**src/design/tas_pkg.sv**
```systemverilog
// constants and types shared by the touch converter sequencer
package tas_pkg;

   // ****************************************
   // control word layout
   // ****************************************
   localparam int CTRL_BITS = 8;
   localparam int CTRL_START_BIT = 7;
   localparam int CTRL_CHAN_HI = 6;
   localparam int CTRL_CHAN_LO = 4;
   localparam int CTRL_MODE_BIT = 3;
   localparam int CTRL_REF_BIT = 2;
   localparam int CTRL_PD_HI = 1;
   localparam int CTRL_PD_LO = 0;
   localparam logic [7:0] CTRL_RESET = 8'h00;

   // ****************************************
   // channel codes
   // ****************************************
   localparam logic [2:0] CHAN_X_PLUS = 3'h1;
   localparam logic [2:0] CHAN_Y_PLUS = 3'h5;
   localparam logic [2:0] CHAN_AUX_A = 3'h2;
   localparam logic [2:0] CHAN_AUX_B = 3'h6;

   // ****************************************
   // frame timing in shift-clock counts
   // ****************************************
   localparam logic [4:0] CNT_SAMPLE_START = 5'h05;
   localparam logic [4:0] CNT_HOLD = 5'h08;
   localparam logic [4:0] CNT_FIRST_DECIDE = 5'h0a;
   localparam logic [4:0] CNT_LAST_DECIDE = 5'h15;
   localparam logic [4:0] CNT_FRAME_END = 5'h18;
   localparam int RESULT_W = 12;
   localparam int RESULT_STEPS = 4096;
   localparam int RESULT_8BIT_DROP = 4;
   localparam logic [11:0] RESULT_RESET = 12'h000;
   localparam logic [11:0] TRIAL_MSB = 12'h800;

   // ****************************************
   // types
   // ****************************************
   typedef enum logic [1:0] {POS_X_PLUS, POS_Y_PLUS, POS_AUX_A, POS_AUX_B} tas_pos_type;
   typedef enum logic [2:0] {ST_IDLE, ST_CTRL, ST_SAMPLE, ST_CONVERT, ST_TAIL} tas_state_type;

endpackage

```
**src/design/tas_cfg_if.sv**
```systemverilog
// channel selection carried between sequencer and decoder
`timescale 1ns/1ps
interface tas_cfg_if;
   import tas_pkg::*;
   logic [2:0] channel_code;
   logic reference_mode_select;
   logic x_drivers_on;
   logic y_drivers_on;
   tas_pos_type pos_sel;
   logic sel_valid;
   logic ratio_ref;

   modport dec (input channel_code, input reference_mode_select, output x_drivers_on, output y_drivers_on,
                output pos_sel, output sel_valid, output ratio_ref);
   modport seq (output channel_code, output reference_mode_select, input x_drivers_on, input y_drivers_on,
                input pos_sel, input sel_valid, input ratio_ref);
endinterface

```
**src/design/tas_chan_decode.sv**
```systemverilog
// decodes channel code and reference mode into switch settings
`timescale 1ns/1ps
module tas_chan_decode
(
   tas_cfg_if.dec cfg
);
   import tas_pkg::*;

   // ****************************************
   // decode
   // ****************************************
   always_comb
   begin
      cfg.x_drivers_on = 1'b0;
      cfg.y_drivers_on = 1'b0;
      cfg.pos_sel = POS_AUX_A;
      cfg.sel_valid = 1'b1;
      cfg.ratio_ref = 1'b0;
      unique case (cfg.channel_code)
         CHAN_X_PLUS:
         begin
            cfg.pos_sel = POS_X_PLUS;
            cfg.y_drivers_on = 1'b1;
            cfg.ratio_ref = ~cfg.reference_mode_select;
         end
         CHAN_Y_PLUS:
         begin
            cfg.pos_sel = POS_Y_PLUS;
            cfg.x_drivers_on = 1'b1;
            cfg.ratio_ref = ~cfg.reference_mode_select;
         end
         CHAN_AUX_A: cfg.pos_sel = POS_AUX_A;
         CHAN_AUX_B: cfg.pos_sel = POS_AUX_B;
         default: cfg.sel_valid = 1'b0;
      endcase
   end

endmodule

```
**src/design/tas_sequencer.sv**
```systemverilog
// serial control sequencer of the touch screen converter
// Function
// all sequencing stepped by host shift clock
// conversion frame is three eight-clock transfers
// host sends control word first eight clocks
// sample and drivers on once channel known
// hold and convert three clocks after sampling
// hold captures positive minus negative input
// twelve decisions after hold, one per clock
// ratiometric keeps drivers on during conversion
// thirteenth conversion clock shows result LSB
// last three clocks output low, ignored
// single-ended channel routing and driver table
// ratiometric takes reference from driven electrodes
// twelve-bit result, span over 4096 steps
// serial input ignored until high start bit
// control word field layout
// input sampled on shift-clock rise, select low
// output changes on fall, released when deselected
// unlisted channel codes leave drivers off
// deselect mid-frame returns to start wait
`timescale 1ns/1ps
module tas_sequencer
(
   // clock and reset
   input wire logic core_clk_in,
   input wire logic rst_n_in,
   // serial port
   input wire logic serial_shift_clock_in,
   input wire logic cs_n_in,
   input wire logic din_in,
   output logic dout_out,
   output logic dout_oe_out,
   // analog front end
   input wire logic comparator_in,
   output logic sample_out,
   output logic hold_out,
   output logic x_drivers_on_out,
   output logic y_drivers_on_out,
   output tas_pkg::tas_pos_type pos_sel_out,
   output logic neg_from_drivers_out,
   output logic ref_from_drivers_out,
   output logic [tas_pkg::RESULT_W-1:0] dac_trial_out,
   // status
   output logic [2:0] channel_code_out,
   output logic reference_mode_select_out,
   output logic mode_8bit_out,
   output logic [1:0] power_down_select_out,
   output logic sel_valid_out,
   output logic [tas_pkg::RESULT_W-1:0] result_out,
   output logic result_valid_out
);
   import tas_pkg::*;

   // ****************************************
   // reset release
   // ****************************************
   logic rst_meta;
   logic rst_n;
   logic next_rst_meta;
   logic next_rst_n;

   always_comb
   begin
      next_rst_meta = 1'b1;
      next_rst_n = rst_meta;
   end

   always_ff @(posedge core_clk_in or negedge rst_n_in)
   begin
      if (!rst_n_in)
      begin
         rst_meta <= 1'b0;
         rst_n <= 1'b0;
      end
      else
      begin
         rst_meta <= next_rst_meta;
         rst_n <= next_rst_n;
      end
   end

   // ****************************************
   // shift clock edge enables
   // ****************************************
   logic sclk_q;
   logic next_sclk_q;
   logic sclk_rise;
   logic sclk_fall;

   // shift clock is plain data here, compared with its last core-cycle copy
   always_comb
   begin
      next_sclk_q = serial_shift_clock_in;
   end

   always_ff @(posedge core_clk_in or negedge rst_n)
   begin
      if (!rst_n)
         sclk_q <= 1'b0;
      else
         sclk_q <= next_sclk_q;
   end

   assign sclk_rise = serial_shift_clock_in & ~sclk_q;
   assign sclk_fall = ~serial_shift_clock_in & sclk_q;

   // ****************************************
   // sequencer state
   // ****************************************
   tas_state_type state;
   tas_state_type next_state;
   logic [4:0] cnt;
   logic [4:0] next_cnt;
   logic [7:0] ctrl;
   logic [7:0] next_ctrl;
   logic [2:0] chan;
   logic [2:0] next_chan;
   logic ref_sel;
   logic next_ref_sel;
   logic mode8;
   logic next_mode8;
   logic [1:0] pd_sel;
   logic [1:0] next_pd_sel;
   logic [RESULT_W-1:0] trial;
   logic [RESULT_W-1:0] next_trial;
   logic [RESULT_W-1:0] result;
   logic [RESULT_W-1:0] next_result;
   logic result_valid;
   logic next_result_valid;
   logic dout;
   logic next_dout;

   tas_cfg_if cfg ();

   tas_chan_decode u_decode
   (
      .cfg(cfg.dec)
   );

   assign cfg.channel_code = chan;
   assign cfg.reference_mode_select = ref_sel;

   // ****************************************
   // frame position and bit decision
   // ****************************************
   logic [3:0] idx;
   logic low_forced;
   logic keep;

   function automatic logic in_window(input logic [4:0] pos, input logic [4:0] first, input logic [4:0] last);
      in_window = (pos >= first) && (pos <= last);
   endfunction

   always_comb
   begin
      idx = 4'(CNT_LAST_DECIDE - cnt);
      low_forced = mode8 & (idx < 4'(RESULT_8BIT_DROP));
      keep = comparator_in & ~low_forced;
   end

   // ****************************************
   // sequencer next state
   // ****************************************
   always_comb
   begin
      next_state = state;
      next_cnt = cnt;
      next_ctrl = ctrl;
      next_chan = chan;
      next_ref_sel = ref_sel;
      next_mode8 = mode8;
      next_pd_sel = pd_sel;
      next_trial = trial;
      next_result = result;
      next_result_valid = 1'b0;
      next_dout = dout;
      if (cs_n_in)
      begin
         next_state = ST_IDLE;
         next_cnt = 5'h00;
         next_trial = RESULT_RESET;
         next_dout = 1'b0;
      end
      else if (sclk_rise)
      begin
         unique case (state)
            ST_IDLE:
            begin
               if (din_in)
               begin
                  next_state = ST_CTRL;
                  next_cnt = 5'h01;
                  next_ctrl = 8'h01;
               end
            end
            default:
            begin
               next_cnt = cnt + 5'h01;
               if (cnt < 5'(CTRL_BITS))
                  next_ctrl = {ctrl[6:0], din_in};
            end
         endcase
      end
      else if (sclk_fall && state != ST_IDLE)
      begin
         if (cnt == CNT_SAMPLE_START)
         begin
            next_state = ST_SAMPLE;
            next_chan = ctrl[CTRL_CHAN_HI-CTRL_MODE_BIT:CTRL_CHAN_LO-CTRL_MODE_BIT];
         end
         else if (cnt == CNT_HOLD)
         begin
            next_state = ST_CONVERT;
            next_mode8 = ctrl[CTRL_MODE_BIT];
            next_ref_sel = ctrl[CTRL_REF_BIT];
            next_pd_sel = ctrl[CTRL_PD_HI:CTRL_PD_LO];
            next_trial = TRIAL_MSB;
            next_result = RESULT_RESET;
         end
         else if (in_window(cnt, CNT_FIRST_DECIDE, CNT_LAST_DECIDE))
         begin
            next_result[idx] = keep;
            next_trial[idx] = keep;
            next_dout = keep;
            if (idx != 4'h0)
               next_trial[idx-4'h1] = 1'b1;
            if (cnt == CNT_LAST_DECIDE)
            begin
               next_state = ST_TAIL;
               next_result_valid = 1'b1;
            end
         end
         else if (in_window(cnt, CNT_LAST_DECIDE + 5'h01, CNT_FRAME_END))
         begin
            next_dout = 1'b0;
            if (cnt == CNT_FRAME_END)
            begin
               next_state = ST_IDLE;
               next_cnt = 5'h00;
            end
         end
         else
            next_dout = 1'b0;
      end
   end

   always_ff @(posedge core_clk_in or negedge rst_n)
   begin
      if (!rst_n)
      begin
         state <= ST_IDLE;
         cnt <= 5'h00;
         ctrl <= CTRL_RESET;
         chan <= 3'h0;
         ref_sel <= 1'b1;
         mode8 <= 1'b0;
         pd_sel <= 2'h0;
         trial <= RESULT_RESET;
         result <= RESULT_RESET;
         result_valid <= 1'b0;
         dout <= 1'b0;
      end
      else
      begin
         state <= next_state;
         cnt <= next_cnt;
         ctrl <= next_ctrl;
         chan <= next_chan;
         ref_sel <= next_ref_sel;
         mode8 <= next_mode8;
         pd_sel <= next_pd_sel;
         trial <= next_trial;
         result <= next_result;
         result_valid <= next_result_valid;
         dout <= next_dout;
      end
   end

   // ****************************************
   // outputs
   // ****************************************
   logic drive_en;

   // drivers during sampling, and through conversion only when ratiometric
   assign drive_en = (state == ST_SAMPLE) || (state == ST_CONVERT && cfg.ratio_ref);
   assign x_drivers_on_out = drive_en & cfg.x_drivers_on;
   assign y_drivers_on_out = drive_en & cfg.y_drivers_on;
   assign pos_sel_out = cfg.pos_sel;
   assign neg_from_drivers_out = cfg.ratio_ref;
   assign ref_from_drivers_out = cfg.ratio_ref;
   assign sel_valid_out = cfg.sel_valid;
   assign sample_out = (state == ST_SAMPLE);
   assign hold_out = (state == ST_CONVERT);
   assign dac_trial_out = trial;
   assign dout_out = dout;
   assign dout_oe_out = ~cs_n_in;
   assign channel_code_out = chan;
   assign reference_mode_select_out = ref_sel;
   assign mode_8bit_out = mode8;
   assign power_down_select_out = pd_sel;
   assign result_out = result;
   assign result_valid_out = result_valid;

endmodule

```
**config.mk**
```make
export PLATFORM = sky130hd
export DESIGN_NAME = tas_sequencer
export DESIGN_NICKNAME = d
export VERILOG_FILES = /design/src/design/tas_pkg.sv /design/src/design/tas_cfg_if.sv /design/src/design/tas_chan_decode.sv /design/src/design/tas_sequencer.sv
export SDC_FILE = /design/constraint.sdc
export NUM_CORES = 1
export LEC_CHECK = 0
export ABC_CLOCK_PERIOD_IN_PS = 3450
export BUFFER_PORTS_ARGS = -buffer_cell sky130_fd_sc_hd__buf_2
export CORE_AREA = 3 3 100 102
export DETAILED_ROUTE_END_ITERATION = 8
export DIE_AREA = 0 0 103 105
export PLACE_DENSITY = 0.57
export SLEW_MARGIN = 10
export SYNTH_ARGS = -nofsm -noshare
export SYNTH_HDL_FRONTEND = slang
export SYNTH_SLANG_ARGS = --single-unit
```
**constraint.sdc**
```tcl
create_clock -name core_clk_in -period 3.45 [get_ports core_clk_in]
set_input_delay 0.1725 -clock core_clk_in [delete_from_list [all_inputs] [get_ports core_clk_in]]
set_output_delay 0.1725 -clock core_clk_in [all_outputs]
set_load 0.02 [all_outputs]
```
==> results.txt <==
- At the worst endpoint, the arrival time is 2770 ps.
* Power consumption: 975.0 uW
- The initialized floorplan defines 35 standard-cell rows.
- In this run, CTS created clock tree buffers numbering 5.
- For the final database, setup skew stands at 8.807 ps.
- Syn avg cell area: 9.626 um^2
- Area share of the leading cell type in the synthesized netlist: 42.57%
- Nets in the synthesized netlist: 305
* Sum of routed wire length over all layers: 6755 um
- Yosys attributes the largest share of cell area to dfrtp_1 (43%), ha_1 (5.4%), nand2_1 (4.9%), o21ai_0 (4.0%), nor2_1 (3.0%).
- # clock sinks: 48
- Setup violations remaining at the end of the flow were counted as 0.
* Number of endpoints with negative hold slack in the final report: 0
* Diode count: 0
* Power per Cell Area: 303.1 nW/um^2
- The count of nets left with antenna violations once routing finished came out at 0.
* Number of filler cells placed in the layout: 942
* Number of antenna violations at the first check in global routing: 0
- Crit path cell chain: inv_1 > ha_1 > nand2b_1 > or3b_2 > a21oi_2 > a21bo_2 > a21o_1
- Setup crit start kind: flop
- Peak per-stage delay on the critical path: 550 ps
* Die width: 103 um
- Hold timing on the final database bottoms out at a slack of 27.08 ps.
- Across all layers, the routed design uses 2325 vias.
- In the final layout, the share of cells above drive strength 1 is 24.70%.
* DP Wirelength: 5097 um
- In the final routing, the length of wire on met1 measures 3261 um.
* Effective utilization at floorplan: 30.04%
- Max-cap check violation count: 0
- Summed over all instances, the cell type with the most area after synthesis is dfrtp_1.
- Highest-delay cell along the critical path: or3b_2
* Post-cts sizing count: 0
* Distinct cell type count after synthesis: 55
* CTS tree: yes
* Outcome: completed
- Synthesis produced 287 cells.
* Yosys synthesis warning count: 0
* Final weighted congestion in routability-driven placement: 0.8685
* Count of buffers added by post-CTS timing repair for setup: 0
- Synthesis inferred 48 register bits.
- Mux share of post-synthesis cell area: 3.668%
- Slew headroom: 32.54%
- Transition time at the pin with the least slew margin: 1012 ps
- Once layout is complete, the utilization of the core stands at 34.98%.
- No sink is reached through more buffers than the 2 on the longest clock path.
- Max FO, Critical Path: 13
* Xor/xnor cell area share of the yosys netlist: 2.536%
- Largest delay share family, worst path: compound AO/OA/AOI/OAI gates
* Total length of routed met3 wires: 264 um
- Footprint of the multi-input gates: 1474 um^2
* Starting DRT DRC Count: 101
- Aggregate global-route resource usage: 13.01%
* Adder-Cell Fraction of Synth Area: 5.435%
- Buffers placed on the I/O ports in this run total 48.
* Number of global-route vias before repair: 2178
* Total area of sequential cells: 1204 um^2
- Summed over all failing endpoints, the final setup total negative slack is 0 ps.
- Synthesized-area fraction occupied by ao, oa, aoi and oai cells: 20.52%
- Root cell of the clock tree: clkbuf_8
- VDD sags by at most 0.1469 mV.
- Buffering stage count on the worst path with inverters included: 1
- The die covers 10820 um^2.
- Sequential element share of the synthesized area: 43.52%
* Leftover overflow at the end of global routing: 0
- Clock-pin slew was measured on the worst setup and hold paths at 90 ps.
- Count leader, synth: dfrtp_1
- Leakage: 1.570 nW
- Buffers inserted to repair hold after CTS numbered 1.
* Maximum number of pins on one net before global-route repair: 47
- For this run, the top clock speed supported by timing is 387.9 MHz.
- The worst path in the final design needs a cycle of 2578 ps, including I/O delays and setup.
* Met2 layer wire length in the routed design: 3126 um
- Pre-Repair DR Iteration Count: 4
* Area of the core: 9196 um^2
* Post-layout net count: 353
- The later pin in the worst-skew pair is clocked with a latency of 300 ps.
- The area growth from synthesis to layout is 16.44%.
* Ranking of synthesized cells by instance count: dfrtp_1 (47), nand2_1 (36), nor2_1 (22), o21ai_0 (22), ha_1 (12)
- Path category of the worst min-delay check: in2reg
- Share of the clock period used by the worst path after layout: 74.72%
- The cell area that synthesis handed to floorplanning was 2763 um^2.
- After detailed routing, the number of remaining DRC violations is 0.
* Wire length of the first global-routing pass: 11260 um
- In the synthesized netlist the dominant register cell turns out to be dfrtp_1.
* Routed WL per cell: 15.11 um
- The max-slew violation total from the final report was 0.
* Max Used Layer: met4
- The H-tree was split into 2 levels.
- Via-to-Cell Ratio: 5.201
- Unrepaired setup endpoints after global routing: false
* Floorplan die height: 105 um
* # IOs: 49
* Post-Synth Simple-Gate Area: 20.88%
* Req. time, crit path: 3640 ps
- Number of flops mapped to enable cells by yosys: 0
- Nature of the critical path endpoint: flop
- After synthesis, the share of flip-flops with an asynchronous set or reset is 100.0%.
- The worst setup path is of the reg2reg kind.
* Dominant combinational cell family by area after synthesis: simple AND/OR/NAND/NOR gates
[cell usage in the layout (no fill, tap or decap), types with 2 or more instances in the layout]
cell type | netlist | final
clkbuf_8 | 0 | 6
nor2_1 | 22 | 22
xor2_1 | 5 | 5
buf_4 | 3 | 5
nor3_2 | 2 | 3
ha_1 | 12 | 12
buf_2 | 4 | 48
a22o_1 | 9 | 9
o211a_1 | 3 | 3
a21bo_2 | 4 | 4
o211ai_1 | 6 | 6
mux2_4 | 3 | 3
nand3_1 | 7 | 7
a21o_1 | 5 | 5
nand2_1 | 36 | 36
and3_1 | 4 | 4
dfrtp_1 | 47 | 46
or2_2 | 2 | 2
a22oi_1 | 4 | 4
nor2b_1 | 4 | 4
xnor2_1 | 3 | 3
a21oi_1 | 7 | 7
nor3_1 | 9 | 8
o221ai_1 | 4 | 4
nor4b_1 | 2 | 2
nand3b_1 | 2 | 2
and2_1 | 3 | 3
o21ai_0 | 22 | 22
or3_1 | 3 | 3
o21a_1 | 2 | 2
inv_1 | 5 | 5
a211o_1 | 3 | 3
mux2_2 | 5 | 5
nand2b_1 | 8 | 8
o311ai_0 | 2 | 2
[registers in the layout (all words and copies together), names as in the netlist, 2 cells and up]
| register | flops |
|---|---|
| dac_trial_out | 12 |
| result_out | 12 |
| cnt | 5 |
| ctrl | 4 |
| channel_code_out | 3 |
| state | 3 |
| power_down_select_out | 2 |
[worst paths after layout]
path | from | to | slack, ps | depth (start not counted)
min in group asynchronous | rst_n_in | rst_n | 180 | 2
max | cnt[1] | result_out[5] | 870 | 7
max in group asynchronous | rst_n | state[2] | 2370 | 0
min reg2reg | next_rst_n | rst_n | 360 | 0
min | serial_shift_clock_in | sclk_q | 30 | 1
max reg2reg | cnt[1] | result_out[5] | 870 | 7
[report_power, final]
part / leakage, nW / switching, mW / internal (mW)
sequential: 0.658 / 0.0159 / 0.567
combinational: 0.868 / 0.0289 / 0.0145
clock: 0.0445 / 0.186 / 0.163
total: 1.57 / 0.230 / 0.744
[layer usage]
metal / track usage, % / vias up
met2: 19.20 / 48
met4: 3.608 / 0
met1: 19.39 / 1137
met5: 0 / -
li1: - / 1134
met3: 2.203 / 6
[area by class of cell]
type,instances,share of cell area (%)
flip-flops and latches,48,37.42
repair buffers,54,8.946
clock buffers,7,2.684
clock inverters,1,0.2334
inverters,5,0.5834
well taps,111,4.317
multi-input cells,221,45.82
[logic make-up after synthesis]
kind of cell | count (synthesis)
mux | 8
flops | 48
xor+xnor | 8
fa+ha+maj | 12
other cells | 1
compound gates | 79
buf+inv | 18
simple gates | 113
[per-stage QoR]
step                      std cells  cell area [um^2]  setup WS, ps
after global placement          438              3113         911.8
after global routing            447              3217         619.7
after floorplan                 287              2763          1269
after CTS                       447              3217         850.5
after detailed placement        438              3113         859.8
final                           447              3217         872.0
No activity file was read; power rests on OpenSTA's default activity.
